$ cat src/pkg/adcpt_defines.vh
// Purpose: constants for the converter control block
// Assumes: 32-bit APB, byte addresses, one register per aligned word
// Notes: definitions only
`ifndef ADCPT_DEFINES_VH
`define ADCPT_DEFINES_VH
// ----------------------------------------------------------------------
// register offsets
// ----------------------------------------------------------------------
`define ADCPT_OFF_STATUS_CTRL 12'h000
`define ADCPT_OFF_MODE_CTRL 12'h004
`define ADCPT_OFF_CONFIG 12'h008
`define ADCPT_OFF_RESULT_HIGH 12'h00C
`define ADCPT_OFF_RESULT_LOW 12'h010
`define ADCPT_OFF_COMPARE_HIGH 12'h014
`define ADCPT_OFF_COMPARE_LOW 12'h018
`define ADCPT_OFF_PIN_MID 12'h01C
`define ADCPT_OFF_PIN_HIGH 12'h020
// ----------------------------------------------------------------------
// status/control fields (offset 0x000)
// ----------------------------------------------------------------------
`define ADCPT_SC_CH_LSB 0
`define ADCPT_SC_CH_MSB 4
`define ADCPT_SC_CONT 5
`define ADCPT_SC_IEN 6
`define ADCPT_SC_DONE 7
`define ADCPT_CH_ALL_ONES 5'h1F
// ----------------------------------------------------------------------
// mode control fields (offset 0x004)
// ----------------------------------------------------------------------
`define ADCPT_MC_GT 4
`define ADCPT_MC_CMP_EN 5
`define ADCPT_MC_HWT_EN 6
`define ADCPT_MC_ACTIVE 7
// ----------------------------------------------------------------------
// config fields (offset 0x008)
// ----------------------------------------------------------------------
`define ADCPT_CF_CLK_LSB 0
`define ADCPT_CF_CLK_MSB 1
`define ADCPT_CF_MODE_LSB 2
`define ADCPT_CF_MODE_MSB 3
`define ADCPT_CF_LSMP 4
`define ADCPT_CF_DIV_LSB 5
`define ADCPT_CF_DIV_MSB 6
`define ADCPT_CF_LPC 7
`define ADCPT_MODE_8BIT 2'h0
`define ADCPT_MODE_10BIT 2'h2
`define ADCPT_CLK_BUS 2'h0
`define ADCPT_CLK_BUS_HALF 2'h1
`define ADCPT_CLK_ALT 2'h2
`define ADCPT_CLK_ASYNC 2'h3
// ----------------------------------------------------------------------
// reset values and misc
// ----------------------------------------------------------------------
`define ADCPT_RST_SC 8'h1F
`define ADCPT_RST_BYTE 8'h00
`define ADCPT_RAW10_W 11
`define ADCPT_RAW8_W 9
`endif

$ cat src/adcpt_control.v
// Purpose: digital control around a successive-approximation converter
// Assumes: analog core delivers an 11-bit raw word with a done pulse
// Notes: APB slave, pin-disable outputs, clock select/divide, trigger
`timescale 1ns/1ps
`include "adcpt_defines.vh"

module adcpt_control #(
  parameter PIN_GROUP = 8,
  parameter RAW_W = 11
) (
  // clock and reset
  input wire pclk,
  input wire presetn,
  // apb slave
  input wire psel,
  input wire penable,
  input wire pwrite,
  input wire [11:0] paddr,
  input wire [31:0] pwdata,
  output wire [31:0] prdata,
  output wire pready,
  output wire pslverr,
  // clock sources
  input wire alternate_clock,
  input wire internal_async_clock,
  input wire low_power_mode,
  // hardware trigger
  input wire external_trigger_in,
  // analog core
  input wire core_done,
  input wire [RAW_W-1:0] core_raw,
  output reg core_start,
  output wire core_enable,
  output wire core_power_up,
  output wire core_low_power,
  output wire core_long_sample,
  output wire core_clk_en,
  output wire [4:0] core_channel,
  output wire async_clock_enable,
  // port logic for channels 8 to 23
  input wire [2*PIN_GROUP-1:0] port_out_in,
  input wire [2*PIN_GROUP-1:0] port_oe_in,
  input wire [2*PIN_GROUP-1:0] port_pullup_in,
  input wire [2*PIN_GROUP-1:0] pad_in,
  output wire [2*PIN_GROUP-1:0] pad_out,
  output wire [2*PIN_GROUP-1:0] pad_oe,
  output wire [2*PIN_GROUP-1:0] pad_pullup_en,
  output wire [2*PIN_GROUP-1:0] pad_ibuf_en,
  output wire [2*PIN_GROUP-1:0] port_read,
  // interrupt request
  output wire done_irq
);

  // --------------------------------------------------------------------
  // register state
  // --------------------------------------------------------------------
  reg [4:0] channel_select_ff;
  reg continuous_ff;
  reg done_irq_enable_ff;
  reg conversion_done_flag_ff;
  reg compare_gt_ff;
  reg compare_enable_ff;
  reg hw_trigger_enable_ff;
  reg [1:0] clock_source_select_ff;
  reg [1:0] mode_ff;
  reg long_sample_ff;
  reg [1:0] clock_divide_select_ff;
  reg low_power_ff;
  reg [1:0] result_high_ff;
  reg [7:0] result_low_ff;
  reg [1:0] compare_high_ff;
  reg [7:0] compare_low_ff;
  reg [PIN_GROUP-1:0] analog_pin_disable_mid_ff;
  reg [PIN_GROUP-1:0] analog_pin_disable_high_ff;
  reg trig_meta_ff;
  reg trig_sync_ff;
  reg trig_prev_ff;
  reg half_tgl_ff;
  reg [2:0] div_cnt_ff;
  reg hw_armed_ff;
  reg [31:0] rdata_ff;

  // one-hot converter states
  localparam ST_IDLE = 3'b001;
  localparam ST_CONV = 3'b010;
  localparam ST_DONE = 3'b100;
  reg [2:0] state_ff;
  reg [2:0] nxt_state;

  wire wr = psel & penable & pwrite;
  wire rd = psel & ~penable & ~pwrite;
  wire wr_sc = wr & (paddr == `ADCPT_OFF_STATUS_CTRL);
  wire wr_cfg_any = wr & ((paddr == `ADCPT_OFF_MODE_CTRL) |
    (paddr == `ADCPT_OFF_CONFIG) | (paddr == `ADCPT_OFF_COMPARE_HIGH) |
    (paddr == `ADCPT_OFF_COMPARE_LOW));
  wire rd_low = psel & penable & ~pwrite &
    (paddr == `ADCPT_OFF_RESULT_LOW);

  // --------------------------------------------------------------------
  // enable and trigger
  // --------------------------------------------------------------------
  wire module_on = (channel_select_ff != `ADCPT_CH_ALL_ONES);
  wire hw_edge = trig_sync_ff & ~trig_prev_ff;
  wire sw_start = wr_sc & ~hw_trigger_enable_ff &
    (pwdata[`ADCPT_SC_CH_MSB:`ADCPT_SC_CH_LSB] != `ADCPT_CH_ALL_ONES);
  // busy or already-armed continuous run drops the edge, no queue
  wire hw_start = hw_trigger_enable_ff & hw_edge & module_on &
    (state_ff == ST_IDLE) & ~hw_armed_ff;
  wire conv_start = sw_start | hw_start;

  // --------------------------------------------------------------------
  // rounding and compare
  // --------------------------------------------------------------------
  function [9:0] round_raw;
    input [RAW_W-1:0] raw;
    input [1:0] mode;
    reg [RAW_W:0] sum;
    reg [RAW_W:0] sum8;
    begin
      sum = {1'b0, raw} + {{RAW_W{1'b0}}, 1'b1};
      // 9-bit word sits in the top bits, so round at its own lsb
      sum8 = {1'b0, raw} +
        ({{RAW_W{1'b0}}, 1'b1} << (RAW_W - `ADCPT_RAW8_W));
      if (mode == `ADCPT_MODE_10BIT) begin
        round_raw = (sum[RAW_W]) ? 10'h3FF : sum[RAW_W-1:1];
      end else begin
        round_raw = (sum8[RAW_W]) ? 10'h0FF :
          {2'b00, sum8[RAW_W-1:RAW_W-8]};
      end
    end
  endfunction

  wire [9:0] rounded = round_raw(core_raw, mode_ff);
  wire [9:0] cmp_val = (mode_ff == `ADCPT_MODE_10BIT) ?
    {compare_high_ff, compare_low_ff} : {2'b00, compare_low_ff};
  wire [10:0] cmp_diff = {1'b0, rounded} + {1'b0, ~cmp_val} + 11'h001;
  wire cmp_ge = cmp_diff[10];
  wire cmp_true = compare_gt_ff ? cmp_ge : ~cmp_ge;
  wire [9:0] store_val = compare_enable_ff ? cmp_diff[9:0] : rounded;
  wire transfer = (state_ff == ST_CONV) & core_done &
    (~compare_enable_ff | cmp_true);

  // --------------------------------------------------------------------
  // converter sequencing
  // --------------------------------------------------------------------
  always @* begin
    nxt_state = state_ff;
    case (state_ff)
      ST_IDLE: begin
        if (conv_start & module_on)
          nxt_state = ST_CONV;
      end
      ST_CONV: begin
        if (wr_cfg_any | ~module_on)
          nxt_state = ST_IDLE;
        else if (core_done)
          nxt_state = ST_DONE;
      end
      ST_DONE: begin
        if (continuous_ff & module_on)
          nxt_state = ST_CONV;
        else
          nxt_state = ST_IDLE;
      end
      default: nxt_state = ST_IDLE;
    endcase
    if (sw_start)
      nxt_state = ST_CONV;
  end

  always @(posedge pclk or negedge presetn) begin
    if (!presetn) begin
      state_ff <= ST_IDLE;
      core_start <= 1'b0;
      hw_armed_ff <= 1'b0;
    end else begin
      state_ff <= nxt_state;
      // a status write that is a software start (hardware trigger off, channel not all ones) mid-conversion restarts the core as well
      core_start <= (nxt_state == ST_CONV) &
        ((state_ff != ST_CONV) | sw_start);
      if (~continuous_ff | ~hw_trigger_enable_ff | ~module_on)
        hw_armed_ff <= 1'b0;
      else if (hw_start)
        hw_armed_ff <= 1'b1;
    end
  end

  // power is up whenever the sequencer is not idle (converting or done)
  assign core_enable = module_on;
  assign core_power_up = (state_ff != ST_IDLE);
  assign core_low_power = low_power_ff;
  assign core_long_sample = long_sample_ff;
  assign core_channel = channel_select_ff;
  // async generator enabled when selected and the core is powered up, regardless of mode
  assign async_clock_enable = core_power_up &
    (clock_source_select_ff == `ADCPT_CLK_ASYNC);

  // --------------------------------------------------------------------
  // trigger synchroniser and clock divider
  // --------------------------------------------------------------------
  reg src_tick;
  always @* begin
    case (clock_source_select_ff)
      `ADCPT_CLK_BUS: src_tick = 1'b1;
      `ADCPT_CLK_BUS_HALF: src_tick = half_tgl_ff;
      `ADCPT_CLK_ALT: src_tick = alternate_clock;
      `ADCPT_CLK_ASYNC: src_tick = internal_async_clock | low_power_mode;
      default: src_tick = 1'b1;
    endcase
  end

  wire [2:0] div_mask = (3'h1 << clock_divide_select_ff) - 3'h1;
  assign core_clk_en = src_tick & ((div_cnt_ff & div_mask) == 3'h0);

  always @(posedge pclk or negedge presetn) begin
    if (!presetn) begin
      trig_meta_ff <= 1'b0;
      trig_sync_ff <= 1'b0;
      trig_prev_ff <= 1'b0;
      half_tgl_ff <= 1'b0;
      div_cnt_ff <= 3'h0;
    end else begin
      trig_meta_ff <= external_trigger_in;
      trig_sync_ff <= trig_meta_ff;
      trig_prev_ff <= trig_sync_ff;
      half_tgl_ff <= ~half_tgl_ff;
      if (src_tick)
        div_cnt_ff <= div_cnt_ff + 3'h1;
    end
  end

  // --------------------------------------------------------------------
  // register writes and result transfer
  // --------------------------------------------------------------------
  always @(posedge pclk or negedge presetn) begin
    if (!presetn) begin
      channel_select_ff <= `ADCPT_CH_ALL_ONES;
      continuous_ff <= 1'b0;
      done_irq_enable_ff <= 1'b0;
      conversion_done_flag_ff <= 1'b0;
      compare_gt_ff <= 1'b0;
      compare_enable_ff <= 1'b0;
      hw_trigger_enable_ff <= 1'b0;
      clock_source_select_ff <= `ADCPT_CLK_BUS;
      mode_ff <= `ADCPT_MODE_8BIT;
      long_sample_ff <= 1'b0;
      clock_divide_select_ff <= 2'h0;
      low_power_ff <= 1'b0;
      result_high_ff <= 2'h0;
      result_low_ff <= `ADCPT_RST_BYTE;
      compare_high_ff <= 2'h0;
      compare_low_ff <= `ADCPT_RST_BYTE;
      analog_pin_disable_mid_ff <= {PIN_GROUP{1'b0}};
      analog_pin_disable_high_ff <= {PIN_GROUP{1'b0}};
    end else begin
      if (wr) begin
        case (paddr)
          `ADCPT_OFF_STATUS_CTRL: begin
            channel_select_ff <= pwdata[`ADCPT_SC_CH_MSB:`ADCPT_SC_CH_LSB];
            continuous_ff <= pwdata[`ADCPT_SC_CONT];
            done_irq_enable_ff <= pwdata[`ADCPT_SC_IEN];
          end
          `ADCPT_OFF_MODE_CTRL: begin
            compare_gt_ff <= pwdata[`ADCPT_MC_GT];
            compare_enable_ff <= pwdata[`ADCPT_MC_CMP_EN];
            hw_trigger_enable_ff <= pwdata[`ADCPT_MC_HWT_EN];
          end
          `ADCPT_OFF_CONFIG: begin
            clock_source_select_ff <=
              pwdata[`ADCPT_CF_CLK_MSB:`ADCPT_CF_CLK_LSB];
            mode_ff <= pwdata[`ADCPT_CF_MODE_MSB:`ADCPT_CF_MODE_LSB];
            long_sample_ff <= pwdata[`ADCPT_CF_LSMP];
            clock_divide_select_ff <=
              pwdata[`ADCPT_CF_DIV_MSB:`ADCPT_CF_DIV_LSB];
            low_power_ff <= pwdata[`ADCPT_CF_LPC];
          end
          `ADCPT_OFF_COMPARE_HIGH: compare_high_ff <= pwdata[1:0];
          `ADCPT_OFF_COMPARE_LOW: compare_low_ff <= pwdata[7:0];
          `ADCPT_OFF_PIN_MID:
            analog_pin_disable_mid_ff <= pwdata[PIN_GROUP-1:0];
          `ADCPT_OFF_PIN_HIGH:
            analog_pin_disable_high_ff <= pwdata[PIN_GROUP-1:0];
          default: ;
        endcase
      end
      // set wins over the clear from a status, mode, config or compare write or a low-byte read
      if (transfer) begin
        conversion_done_flag_ff <= 1'b1;
        result_low_ff <= store_val[7:0];
        if (mode_ff == `ADCPT_MODE_10BIT)
          result_high_ff <= store_val[9:8];
        else
          result_high_ff <= 2'h0;
      end else if (wr_sc | wr_cfg_any | rd_low) begin
        conversion_done_flag_ff <= 1'b0;
      end
    end
  end

  assign done_irq = conversion_done_flag_ff & done_irq_enable_ff;

  // --------------------------------------------------------------------
  // pin control
  // --------------------------------------------------------------------
  wire [2*PIN_GROUP-1:0] pin_off =
    {analog_pin_disable_high_ff, analog_pin_disable_mid_ff};
  assign pad_out = port_out_in & ~pin_off;
  assign pad_oe = port_oe_in & ~pin_off;
  assign pad_pullup_en = port_pullup_in & ~pin_off;
  assign pad_ibuf_en = ~pin_off;
  assign port_read = pad_in & ~pin_off;

  // --------------------------------------------------------------------
  // apb read path
  // --------------------------------------------------------------------
  always @(posedge pclk or negedge presetn) begin
    if (!presetn) begin
      rdata_ff <= 32'h0000_0000;
    end else if (rd) begin
      case (paddr)
        `ADCPT_OFF_STATUS_CTRL: rdata_ff <= {24'h00_0000,
          conversion_done_flag_ff, done_irq_enable_ff, continuous_ff,
          channel_select_ff};
        `ADCPT_OFF_MODE_CTRL: rdata_ff <= {24'h00_0000,
          (state_ff != ST_IDLE), hw_trigger_enable_ff,
          compare_enable_ff, compare_gt_ff, 4'h0};
        `ADCPT_OFF_CONFIG: rdata_ff <= {24'h00_0000, low_power_ff,
          clock_divide_select_ff, long_sample_ff, mode_ff,
          clock_source_select_ff};
        `ADCPT_OFF_RESULT_HIGH: rdata_ff <= {30'h0000_0000, result_high_ff};
        `ADCPT_OFF_RESULT_LOW: rdata_ff <= {24'h00_0000, result_low_ff};
        `ADCPT_OFF_COMPARE_HIGH:
          rdata_ff <= {30'h0000_0000, compare_high_ff};
        `ADCPT_OFF_COMPARE_LOW: rdata_ff <= {24'h00_0000, compare_low_ff};
        `ADCPT_OFF_PIN_MID:
          rdata_ff <= {24'h00_0000, analog_pin_disable_mid_ff};
        `ADCPT_OFF_PIN_HIGH:
          rdata_ff <= {24'h00_0000, analog_pin_disable_high_ff};
        default: rdata_ff <= 32'h0000_0000;
      endcase
    end
  end

  assign prdata = rdata_ff;
  assign pready = 1'b1;
  assign pslverr = 1'b0;

endmodule // adcpt_control

$ cat config.mk
export PLATFORM = sky130hd
export DESIGN_NAME = adcpt_control
export DESIGN_NICKNAME = d
export VERILOG_FILES = /design/src/adcpt_control.v
export VERILOG_INCLUDE_DIRS = /design/src /design/src/pkg
export SDC_FILE = /design/constraint.sdc
export NUM_CORES = 1
export LEC_CHECK = 0
export ABC_AREA = 1
export BUFFER_PORTS_ARGS = -buffer_cell sky130_fd_sc_hd__buf_2
export CAP_MARGIN = 20
export CORE_ASPECT_RATIO = 1.4
export CORE_UTILIZATION = 30
export CTS_CLUSTER_DIAMETER = 50
export DETAILED_ROUTE_END_ITERATION = 12
export PLACE_DENSITY_LB_ADDON = 0.15
export SETUP_SLACK_MARGIN = 0.3
export SYNTH_ARGS = -nofsm -noshare
export SYNTH_HDL_FRONTEND = slang
export SYNTH_SLANG_ARGS = --single-unit
$ cat constraint.sdc
create_clock -name pclk -period 3.7 [get_ports pclk]
set_clock_uncertainty 0.15 [all_clocks]
set_input_delay 0.37 -clock pclk [delete_from_list [all_inputs] [get_ports pclk]]
set_output_delay 0.37 -clock pclk [all_outputs]
set_load 0.1 [all_outputs]
### Yosys cells after proc, flatten, opt, wreduce, memory -nomap -nowiden

Index checks and enable logic that the tools add are counted.

| word-level totals | value |
|---|---|
| register bits | 99 |
| bits of input ports | 129 |
| output and inout bits | 127 |

| operators by class | value |
|---|---|
| add/subtract/negate cells | 6 |
| equality and inequality tests | 20 |
| shift-type cells | 1 |
| mux-type cells | 19 |
| bitwise gates (word level) | 52 |
| reductions and logical operators | 12 |

Operator list:

| operator | count |
|---|---|
| one-hot mux 8 bit (9 select lines) | 1 |
| AND 16 bit | 4 |
| equality test 12 x 5 -> 1 bit, second input constant | 4 |
| 2-to-1 mux 10 bit | 4 |
| equality test 12 x 4 -> 1 bit, second input constant | 2 |
| AND 1 bit | 23 |
| NOT 16 bit | 1 |
| AND reduction 2 bit | 7 |
| adder 11 x 1 -> 12 bit, second input constant | 1 |
| adder 11 x 3 -> 12 bit, second input constant | 1 |
| equality test 12 x 3 -> 1 bit, second input constant | 1 |
| equality test 12 x 6 -> 1 bit, second input constant | 1 |
| logical NOT 12 bit | 1 |
| 2-to-1 mux 3 bit | 4 |
| OR 1 bit | 12 |
| adder 10 x 10 -> 11 bit | 1 |
| adder 11 x 1 -> 11 bit, second input constant | 1 |
| != test 5 bit, second input constant | 2 |
| NOT 1 bit | 10 |
| NOT 10 bit | 1 |
| one-hot mux 3 bit (3 select lines) | 1 |
| 2-to-1 mux 8 bit | 1 |
| equality test 2 bit, second input constant | 3 |
| equality test 3 x 2 -> 1 bit, second input constant | 2 |
| 15 further kinds | 21 |

### Depth between registers and ports, before layout

Gate-level depths: netlist of the first run.

| depth | value |
|---|---|
| word-level depth | 13 |
| mapped depth | 21 |

### Least setup slack after synthesis of the first run

No wires, ideal clock.

| timing path | value |
|---|---|
| kind | register -> register |
| from | register channel_select_ff[1], in the netlist core_channel[1] |
| to | register state_ff[1] |
| arrival time | 2.709 ns |
| path slack | 0.696 ns |
| stages on the path, launching flop included | 8 |
| cell sequence | dfstp_2 -> nand2_1 -> inv_1 -> nand4_1 -> nand4_1 -> nand2_1 -> nand3_1 -> nand4_1 |

| between the ends | value |
|---|---|
| cells in the longest elaborated chain, start to end | 9 |

RTL lines:

| what | RTL line | source |
|---|---|---|
| start, declared | adcpt_control.v:57 | `reg [4:0] channel_select_ff;` |
| start signal, assigned | adcpt_control.v:237 | `` channel_select_ff <= `ADCPT_CH_ALL_ONES; `` |
| start signal, assigned | adcpt_control.v:259 | `` channel_select_ff <= pwdata[`ADCPT_SC_CH_MSB:`ADCPT_SC_CH_LSB]; `` |
| != test 5 bit (no line) (*) | - |  |
| via core_enable | adcpt_control.v:33 | `output wire core_enable,` |
| AND 1 bit (2 in series) | adcpt_control.v:107 | `wire hw_start = hw_trigger_enable_ff & hw_edge & module_on &` |
| AND 1 bit | adcpt_control.v:108 | `(state_ff == ST_IDLE) & ~hw_armed_ff;` |
| OR 1 bit | adcpt_control.v:109 | `wire conv_start = sw_start \| hw_start;` |
| AND 1 bit | adcpt_control.v:150 | `if (conv_start & module_on)` |
| 2-to-1 mux 3 bit | adcpt_control.v:150 |  |
| one-hot mux 3 bit (3 select lines) (*) | adcpt_control.v:148 | `case (state_ff)` |
| 2-to-1 mux 3 bit (*) | adcpt_control.v:167 | `if (sw_start)` |
| via nxt_state[1] | adcpt_control.v:88 | `reg [2:0] nxt_state;` |
| end signal, assigned | adcpt_control.v:177 | `state_ff <= nxt_state;` |
| end, declared | adcpt_control.v:87 | `reg [2:0] state_ff;` |

The timed path passes the listed nets; every way through them passes the cells marked *.
A chain may end at the register's enable or synchronous reset.

### Final worst setup path of the first run

| timing path | value |
|---|---|
| from | input port core_raw[2] |
| to | register result_low_ff[6] |

| between the ends | value |
|---|---|
| cells in the longest elaborated chain, start to end | 9 |

RTL lines:

| what | RTL line | source |
|---|---|---|
| start, declared | adcpt_control.v:31 | `input wire [RAW_W-1:0] core_raw,` |
| adder 11 x 3 -> 12 bit or adder 11 x 1 -> 12 bit (tied branches) | adcpt_control.v:122, adcpt_control.v:120 |  |
| 2-to-1 mux 8 bit or 2-to-1 mux 10 bit (tied branches) | adcpt_control.v:127, adcpt_control.v:125 |  |
| 2-to-1 mux 10 bit (*) | adcpt_control.v:124 | `` if (mode == `ADCPT_MODE_10BIT) begin `` |
| adder 10 x 10 -> 11 bit | adcpt_control.v:136 | `wire [10:0] cmp_diff = {1'b0, rounded} + {1'b0, ~cmp_val} + 11'h001;` |
| adder 11 x 1 -> 11 bit | adcpt_control.v:136 |  |
| NOT 1 bit | adcpt_control.v:138 | `wire cmp_true = compare_gt_ff ? cmp_ge : ~cmp_ge;` |
| 2-to-1 mux 1 bit | adcpt_control.v:138 |  |
| OR 1 bit | adcpt_control.v:141 | `(~compare_enable_ff \| cmp_true);` |
| AND 1 bit | adcpt_control.v:140 | `wire transfer = (state_ff == ST_CONV) & core_done &` |
| end signal, assigned | adcpt_control.v:250 | `` result_low_ff <= `ADCPT_RST_BYTE; `` |
| end signal, assigned | adcpt_control.v:289 | `result_low_ff <= store_val[7:0];` |
| end, declared | adcpt_control.v:70 | `reg [7:0] result_low_ff;` |

Every way passes the cells marked *; elsewhere a longest branch is shown, timed or not.

==> results.py, run 1 <==
metrics = {
    "layout": {
        "finalInstanceArea_sq_um": 7380,
        "multiInputGateArea_sq_um": 3130,
        "final_nets": 1236,
        "fin_util_pct": 38.4,
        "fillers": 2064,
        "drive_gt1_share_pct": 26.5,
        "regArea_sq_um": 1880,
        "syn2layout_area_growth_pct": 25.9,
        "num_antenna_cells": 0,
    },
    "grt": {
        "first_global_vias": 5634,
        "antenna_found_initial": 0,
        "overflow": 0,
        "grt_max_degree": 76,
        "grt_first_pass_wirelength_um": 29400,
        "globalRouteTotalUtil_pct": 18.9,
    },
    "synthesis": {
        "avgSynthCellArea_sq_um": 6.60,
        "synth_area_sq_um": 5860,
        "synth.area.top_cells": "dfrtp_1 29%, nand2_1 16%, inv_1 11%",
        "ys_seq_elements": 75,
        "synth-edff-count": 0,
        "synthFlopType": "dfrtp_1",
        "async_flop_share_pct": 100,
        "yosysMostFrequentCell": "nand2_1",
        "netlist-cell-type-count": 41,
        "synth_top_area_share_pct": 29.4,
        "synth_top_cell_by_area": "dfrtp_1",
        "syn-instance-count": 888,
        "synth_common_cells": "246 x nand2_1, 168 x inv_1, 119 x nor2_1, 70 x nand3_1, 69 x dfrtp_1",
        "synth_warnings": 0,
        "synth_seq_area_share_pct": 32.1,
    },
    "die": {
        "start_util_pct": 30.5,
        "die_h_um": 167,
        "fp.dieW_um": 120,
        "die_area_sq_um": 20100,
        "num_rows": 60,
        "io_pins": 256,
        "core_area_sq_um": 19200,
    },
    "sta": {
        "rsz0062_at_grt": "false",
        "clock.fmax_mhz": 340,
        "post-route-period-util_pct": 79.5,
        "final.setup.tns_ns": 0,
        "finalSetupViolCount": 0,
        "slew_headroom_pct": 32.6,
        "tightest_slew_ns": 1.01,
        "drv_slew": 0,
        "hold_violations": 0,
        "hold-worst-slack_ns": 0.00304,
        "fin_crit_ns": 2.94,
    },
    "hold_path": {
        "holdCritPathClass": "input port to asynchronous set/reset pin",
    },
    "drt": {
        "drc": 0,
        "avgViaCountPerCell": 4.39,
        "drt_wl_total_um": 18500,
        "drtIter0Drc": 290,
        "avgRoutedWirePerCell_um": 13.7,
        "ant_nets": 0,
        "dr.pass1.iters": 5,
        "vias": 5905,
    },
    "setup_path": {
        "cp-end-kind": "register",
        "crit_family": "simple AND/OR/NAND/NOR gates",
        "critPathMaxStageDelay_ns": 0.34,
        "critPathBufInv": 3,
        "cp_common_cell": "nand2_1",
        "critPathKind": "input port to register",
        "startpoint_type": "input port",
        "arrival_ns": 3.02,
        "cp_slowest_cell": "ha_1",
        "cp.required_ns": 3.78,
        "worst-path-max-fanout": 8,
        "path_cells": "buf_2, ha_1, inv_1, nor2_2, nand2_1, nand2_1, nand4_1, and2_1, ha_1, a21oi_1, nand2_1, nand2_1, nand3_1, nand2_1, nand3_1, nand2_2, inv_1, nand2_1, nand2_1",
    },
    "clock_network": {
        "clock-root-buffer": "clkbuf_16",
        "cts_buffers": 9,
        "path_clk_slew_ns": 0.06,
        "cts_tree": "built",
        "clockBufferDepth": 2,
        "htreeDepth": 3,
        "post_cts_resized": 0,
        "clock_latency_ns": 0.34,
        "postCtsHoldBufs": 1,
        "cts_setup_buffers": 0,
        "clock_sinks": 75,
    },
    "placed_design": {
        "place_area_sq_um": 7020,
        "place.gp.congestion": 0.873,
        "hpwlAfterDp_um": 15100,
        "placement.io_buffers": 205,
    },
    "power_and_ir_drop": {
        "power.leakage_nw": 4.23,
        "power_mw": 2.63,
        "ir_worst_vdd_mv": 0.194,
        "p_per_area_nw_per_um2": 356,
    },
    "run_status": {
        "outcome": "complete, no violations",
    },
    "flow_run": {
        "max-cap-violations": 0,
    },
}
[cell type report]
cell class              instances  share of cell area, %
clock buffers                  10                   3.24
clock inverters                 6                   1.53
inverters                     172                   8.78
multi-input cells             627                   42.4
flip-flops and latches         75                   25.5
well taps                     248                   4.20
repair buffers                208                   14.3
[worst reg2reg max path: cells and delay by family, from the launching register on]
| kind | cells | cell delay, ns |
|---|---|---|
| fa+ha+maj | 1 | 0.34 |
| flops | 1 | 0.40 |
| simple gates | 11 | 1.26 |
| compound gates | 1 | 0.25 |
| buf+inv | 2 | 0.36 |
[power breakdown]
part           internal (mW)  switching, mW  leakage, nW  total, mW
logic                  0.140          0.601         3.06      0.741
registers              0.847         0.0142        0.990      0.861
clock network          0.678          0.346        0.173       1.02
[metal layers]
layer	track usage, %	vias to the layer above	part of all wire (%)
li1	-	3096	-
met1	21.7	2613	41
met2	34.8	172	52
met3	2.21	24	4.3
met4	7.99	0	2.8
met5	0	-	0
[cell families after synthesis]
logic type      Yosys count  synth area share (%)
fa+ha+maj                14                  3.12
buf+inv                 210                  16.0
simple gates            501                  38.6
flops                    75                  32.1
xor+xnor                 13                  1.94
mux                       1                 0.192
compound gates           72                  7.94
other cells               2                 0.128
[stage by stage]
stage	cells	setup slack, ns
after floorplan	912	0.696
after global placement	1329	0.405
after detailed placement	1329	0.414
after CTS	1346	0.765
after global routing	1346	0.338
final	1346	0.759
[flip-flops by register name (all words and copies together) (netlist names), 2 cells and up]
signal                      cells
clock_divide_select_ff          2
compare_low_ff                  8
state_ff                        3
core_channel                    5
mode_ff                         2
analog_pin_disable_mid_ff       8
div_cnt_ff                      3
result_high_ff                  2
compare_high_ff                 2
prdata                          8
analog_pin_disable_high_ff      8
clock_source_select_ff          2
result_low_ff                   8
[path summary, 6_finish.rpt]
kind	startpoint	endpoint	slack, ns	cells past startpoint
min in group pclk	core_done	state_ff[2]$_DFF_PN0_	0.15	3
max reg2reg	mode_ff[0]$_DFFE_PN0P_	result_low_ff[6]$_DFFE_PN0P_	0.84	15
min reg2reg	trig_meta_ff$_DFF_PN0_	trig_sync_ff$_DFF_PN0_	0.20	0
max	core_raw[2]	result_low_ff[6]$_DFFE_PN0P_	0.76	19
max in group asynchronous	presetn	done_irq_enable_ff$_DFFE_PN0N_	2.68	1
min	presetn	core_start$_DFF_PN0_	0.003	1
[placed cells by master, fill, tap and decap left out, types with 4 or more instances in the layout]
cell type / count
xnor2_1: 4
conb_1: 26
nor2_2: 4
nand2_1: 246
nor2_1: 119
nand3_1: 70
o21ai_2: 23
inv_1: 168
o21ai_1: 13
clkbuf_16: 9
nand2_2: 8
o21ai_0: 24
xor2_1: 9
buf_2: 204
nand3_2: 5
nand3b_1: 6
a21oi_1: 7
dfstp_2: 6
dfrtp_1: 69
ha_1: 13
nor2_4: 7
nand4_1: 21
(Power assumes the default switching activity.)
==> run 2: changes to the inputs <==
==> constraint.sdc (replaced) <==
create_clock -name pclk -period 3.1 [get_ports pclk]
set_clock_uncertainty 0.15 [all_clocks]
set_input_delay 0.31 -clock pclk [delete_from_list [all_inputs] [get_ports pclk]]
set_output_delay 0.31 -clock pclk [all_outputs]
set_load 0.1 [all_outputs]
==> run 2 against run 1 <==
The flow now finishes with violations (negative hold slack). Worst hold slack got worse by 0.031 ns. Register-to-register slack worse by 0.37 ns. Via count up 0.95%. Final area up 2.1%. Die area unchanged.
==> results.py, run 2 (synthesis results as in run 1) <==
metrics = {
    "grt": {
        "first_global_vias": 5530,
        "overflow": 0,
        "grt_first_pass_wirelength_um": 28900,
        "globalRouteTotalUtil_pct": 18.5,
        "antenna_found_initial": 0,
        "grt_max_degree": 76,
    },
    "placed_design": {
        "place_area_sq_um": 7080,
        "hpwlAfterDp_um": 15000,
        "placement.io_buffers": 205,
        "place.gp.congestion": 0.847,
        "pre_cts_slack_ns": 0.0373,
    },
    "run_status": {
        "violations": "negative hold slack",
        "outcome": "finished with violations",
    },
    "flow_run": {
        "max-cap-violations": 0,
    },
    "layout": {
        "finalInstanceArea_sq_um": 7530,
        "layout_common_cells": "246 x nand2_1, 204 x buf_2, 165 x inv_1",
        "fin_util_pct": 39.2,
        "num_antenna_cells": 0,
        "final_common_cell": "nand2_1",
        "fillers": 2145,
        "final_nets": 1243,
        "syn2layout_area_growth_pct": 28.5,
        "drive_gt1_share_pct": 28.5,
    },
    "drt": {
        "drc": 0,
        "drt_wl_total_um": 18400,
        "drtIter0Drc": 344,
        "ant_nets": 0,
        "avgRoutedWirePerCell_um": 13.6,
        "avgViaCountPerCell": 4.41,
        "vias": 5961,
        "dr.pass1.iters": 5,
    },
    "setup_path": {
        "worst-path-max-fanout": 8,
        "r2r_start": "mode_ff[1]$_DFFE_PN0P_",
        "critPathKind": "register to register",
        "startpoint_type": "register",
        "reg2reg_depth": 16,
        "rrSetupSlack_ns": 0.47,
        "cp.required_ns": 3.18,
        "arrival_ns": 2.71,
        "cp-end-kind": "register",
        "worstReg2RegEnd": "result_low_ff[1]$_DFFE_PN0P_",
    },
    "clock_network": {
        "clockBufferDepth": 2,
        "cts_tree": "built",
        "clock_latency_ns": 0.34,
        "clock-root-buffer": "clkbuf_16",
        "clock_sinks": 75,
        "htreeDepth": 3,
        "cts_buffers": 9,
        "path_clk_slew_ns": 0.07,
    },
    "die": {
        "die_area_sq_um": 20100,
        "die_h_um": 167,
        "fp.dieW_um": 120,
        "start_util_pct": 30.5,
        "core_area_sq_um": 19200,
        "num_rows": 60,
        "io_pins": 256,
    },
    "sta": {
        "final.setup.tns_ns": 0,
        "drv_slew": 0,
        "fin_crit_ns": 2.63,
        "layout_setup_ws_ns": 0.469,
        "rsz0062_at_grt": "true",
        "tightest_slew_ns": 0.984,
        "clock.fmax_mhz": 380,
        "hold_violations": 14,
        "slew_headroom_pct": 34.4,
        "hold-worst-slack_ns": -0.0283,
        "finalSetupViolCount": 0,
        "post-route-period-util_pct": 84.9,
    },
    "hold_path": {
        "holdCritPathClass": "input port to asynchronous set/reset pin",
    },
    "power_and_ir_drop": {
        "power.leakage_nw": 4.26,
        "p_per_area_nw_per_um2": 408,
        "ir_worst_vdd_mv": 0.302,
    },
}
[run 2: cell types whose count changed in the layout (fill, tap and decap cells not counted), moves of 4 or more]
cell     change
dfstp_4      +5
ha_4         +4
dfstp_2      -5
ha_1         -7
buf_4        +4
[run 2: worst max-delay path by stage]
stage,cells past startpoint,endpoint,slack (ns),start
2_1_floorplan,7,state_ff[1]$_DFF_PN0_,0.19,core_channel[1]$_DFFE_PN1N_
3_3_place_gp,19,result_low_ff[1]$_DFFE_PN0P_,0.09,core_raw[3]
3_5_place_dp,19,result_low_ff[1]$_DFFE_PN0P_,0.04,core_raw[3]
4_1_cts,15,result_low_ff[1]$_DFFE_PN0P_,0.30,mode_ff[0]$_DFFE_PN0P_
5_1_grt,18,result_low_ff[7]$_DFFE_PN0P_,0.29,mode_ff[1]$_DFFE_PN0P_
6_report,16,result_low_ff[1]$_DFFE_PN0P_,0.47,mode_ff[1]$_DFFE_PN0P_
[run 2: routing by layer]
layer / share of wire (%) / up-vias / GRT usage [%] / wire length, um
met5: 0 / - / 0 / 0
met4: 2.4 / 0 / 6.09 / 448
met3: 4.0 / 22 / 2.45 / 730
met2: 53 / 173 / 34.5 / 9690
met1: 41 / 2660 / 21.4 / 7560
li1: - / 3106 / - / -
[run 2: worst max-delay path, stage by stage (launching register included)]
cell and delay [ns]:
dfrtp_1 0.40, inv_2 0.08, nor2_4 0.04, inv_1 0.09, nand2_1 0.08, or2_2 0.29, nand2_1 0.08, ha_1 0.18
inv_2 0.06, fa_2 0.40, nand3_2 0.10, nand4_1 0.11, nand3_2 0.12, nand2_4 0.08, buf_6 0.16, nand2_1 0.06
nand2_1 0.05
[run 2: where the power goes]
part	internal (mW)	switching, mW	leakage, nW
registers	1.01	0.0162	0.995
clock network	0.711	0.437	0.156
logic	0.177	0.720	3.10
[run 2: layout make-up]
type	instances	area, sq um	share of cell area (%)
clock inverters	7	98.8	1.31
clock buffers	9	225	2.99
multi-input cells	627	3230	42.9
flip-flops and latches	75	1900	25.3
well taps	248	310	4.12
repair buffers	215	1120	14.8
inverters	172	648	8.60
[run 2: metrics by stage]
stage / instances / total power, mW / hold WS [ns]
after floorplan: 912 / 1.76 / -0.136
after global placement: 1334 / 1.93 / 0.186
after detailed placement: 1334 / 1.93 / 0.198
after CTS: 1351 / 3.09 / 0.0207
after global routing: 1353 / 3.21 / 0.0592
final: 1353 / 3.07 / -0.0283
[run 2: timing repair]
item	in CTS	in global routing
hold buffers	1	0
endpoints found under the hold margin	1	0
endpoints found under the setup margin	10	10
pin swaps	0	2
setup buffers	0	2
resized for setup	1	22
==> run 3: changes to the inputs <==
==> constraint.sdc (replaced) <==
create_clock -name pclk -period 2.4 [get_ports pclk]
set_clock_uncertainty 0.15 [all_clocks]
set_input_delay 0.24 -clock pclk [delete_from_list [all_inputs] [get_ports pclk]]
set_output_delay 0.24 -clock pclk [all_outputs]
set_load 0.1 [all_outputs]
==> run 3 against run 2 <==
The flow finishes with violations (negative setup slack). Power rose by 27%. Combinational power is 40% higher. Routed wire length grew 4.7%. Final area up 7.9%. Via count grew 2.6%. First-iteration DRC count down 5.8%. Global-route usage up 0.78 points. Worst hold slack improved by 0.067 ns. Clock power up 14%. Flip-flop and latch count stayed put. Final cell count increased by 3.9%. Die area did not move. Critical path type unchanged. Critical endpoint is now result_low_ff[6]$_DFFE_PN0P_. Largest cell class unchanged. Largest power group is now registers.
==> results.py, run 3 (synthesis results as in run 1) <==
metrics = {
    "run_status": {
        "outcome": "finished with violations",
        "violations": "negative setup slack",
    },
    "grt": {
        "met3_usage_pct": 2.42,
        "overflow": 0,
        "grtUsageMet2_pct": 36.7,
        "grtUsageMet1_pct": 22.4,
        "first_global_vias": 5651,
        "top_usage_layer": "met2",
        "antenna_found_initial": 0,
        "grt_max_degree": 48,
        "grt_first_pass_wirelength_um": 30000,
        "globalRouteTotalUtil_pct": 19.3,
    },
    "layout": {
        "final_nets": 1296,
        "drive_gt1_share_pct": 34.8,
        "num_antenna_cells": 0,
        "layout_common_cells": "230 x nand2_1, 201 x buf_2, 161 x inv_1",
        "syn2layout_area_growth_pct": 38.6,
        "final_common_cell": "nand2_1",
        "fin_util_pct": 42.3,
    },
    "sta": {
        "rsz0062_at_grt": "true",
        "finalSetupViolCount": 11,
        "hold_violations": 0,
        "fin_crit_ns": 2.48,
        "drv_slew": 0,
        "clock.fmax_mhz": 403,
        "layout_setup_ws_ns": -0.0786,
        "post-route-period-util_pct": 103,
    },
    "drt": {
        "vias": 6114,
        "drtIter0Drc": 324,
        "ant_nets": 0,
        "drt_wl_total_um": 19300,
        "avgViaCountPerCell": 4.35,
        "drc": 0,
        "avgRoutedWirePerCell_um": 13.7,
        "dr.pass1.iters": 4,
    },
    "placed_design": {
        "pre_cts_slack_ns": -0.348,
        "place.gp.congestion": 0.875,
        "hpwlAfterDp_um": 15800,
        "placement.io_buffers": 205,
    },
    "die": {
        "start_util_pct": 30.5,
        "die_area_sq_um": 20100,
        "die_h_um": 167,
        "fp.dieW_um": 120,
        "num_rows": 60,
        "core_area_sq_um": 19200,
        "io_pins": 256,
    },
    "clock_network": {
        "path_clk_slew_ns": 0.07,
        "clock_sinks": 75,
        "clockBufferDepth": 2,
        "htreeDepth": 3,
        "cts_buffers": 9,
        "clock_latency_ns": 0.34,
        "clock-root-buffer": "clkbuf_16",
        "cts_tree": "built",
    },
    "setup_path": {
        "startpoint_type": "register",
        "arrival_ns": 2.56,
        "cp-end-kind": "register",
        "critPathKind": "register to register",
        "cp.required_ns": 2.49,
        "worst-path-max-fanout": 4,
    },
    "flow_run": {
        "max-cap-violations": 0,
    },
    "power_and_ir_drop": {
        "power_mw": 3.89,
        "p_per_area_nw_per_um2": 479,
        "power.leakage_nw": 4.53,
        "ir_worst_vdd_mv": 0.298,
    },
    "hold_path": {
        "holdCritPathClass": "input port to register",
    },
}
==> run 3: per-layer routing <==
layer	wire, um	up-vias
li1	-	3203
met1	7970	2733
met2	10300	161
met3	730	17
met4	273	0
met5	0	-
==> run 3: repair_timing <==
| item | in CTS | in global routing |
|---|---|---|
| pin swaps | 14 | 13 |
| buffers inserted | 6 | 3 |
| endpoints found under the setup margin | 14 | 14 |
| hold buffers | 2 | 0 |
| resized for setup | 31 | 23 |
| hold endpoints to repair | 29 | 0 |
==> run 3: path summary, 6_finish.rpt <==
check                                            start                            to  slack, ns  depth (start not counted)
worst max-delay path            mode_ff[1]$_DFFE_PN0P_  result_low_ff[6]$_DFFE_PN0P_      -0.08                         18
worst min-delay path                         core_done         state_ff[2]$_DFF_PN0_       0.04                          3
worst max register to register  mode_ff[1]$_DFFE_PN0P_  result_low_ff[6]$_DFFE_PN0P_      -0.08                         18
worst min register to register  trig_meta_ff$_DFF_PN0_        trig_sync_ff$_DFF_PN0_       0.22                          0
max in group asynchronous                      presetn   core_channel[0]$_DFFE_PN1N_       1.25                          3
min in group asynchronous                      presetn          core_start$_DFF_PN0_       0.22                          2
==> run 3: area by class of cell <==
type                            count  area, sq um
Clock inverter                      7         58.8
Multi-Input combinational cell    627         3420
Sequential cell                    75         1900
Inverter                          172          653
Tap cell                          248          310
Clock buffer                        9          225
Fill cell                        2095        11100
Timing Repair Buffer              268         1560
==> run 3: stage by stage <==
step / cells / instance area, sq um / hold slack, ns / setup TNS [ns]
CTS: 1403 / 8020 / 0.0298 / -0.169
global placement: 1379 / 7540 / 0.0563 / -3.69
floorplan: 912 / 6080 / -0.206 / -2.09
finish: 1406 / 8130 / 0.0382 / -0.359
detailed placement: 1379 / 7540 / 0.0564 / -3.59
global route: 1406 / 8130 / 0.0652 / -1.90
==> run 3: critical path: stages (launching register included) <==
cell and delay [ns]:
dfrtp_1 0.39, inv_2 0.07, nor2_4 0.04, inv_2 0.09
nand2_4 0.06, or2_4 0.24, nand2_4 0.06, ha_4 0.15
inv_4 0.04, fa_2 0.39, nand3_2 0.10, nand3_4 0.09
nand2_2 0.07, nand2_2 0.06, xor2_2 0.15, nand2_1 0.06
nand2_1 0.05, nand2_1 0.06, nand2_1 0.05
==> run 3: power by group <==
part | leakage, nW | switching (mW) | internal (mW)
registers | 0.995 | 0.0203 | 1.30
clock network | 0.133 | 0.592 | 0.715
logic | 3.40 | 0.965 | 0.295
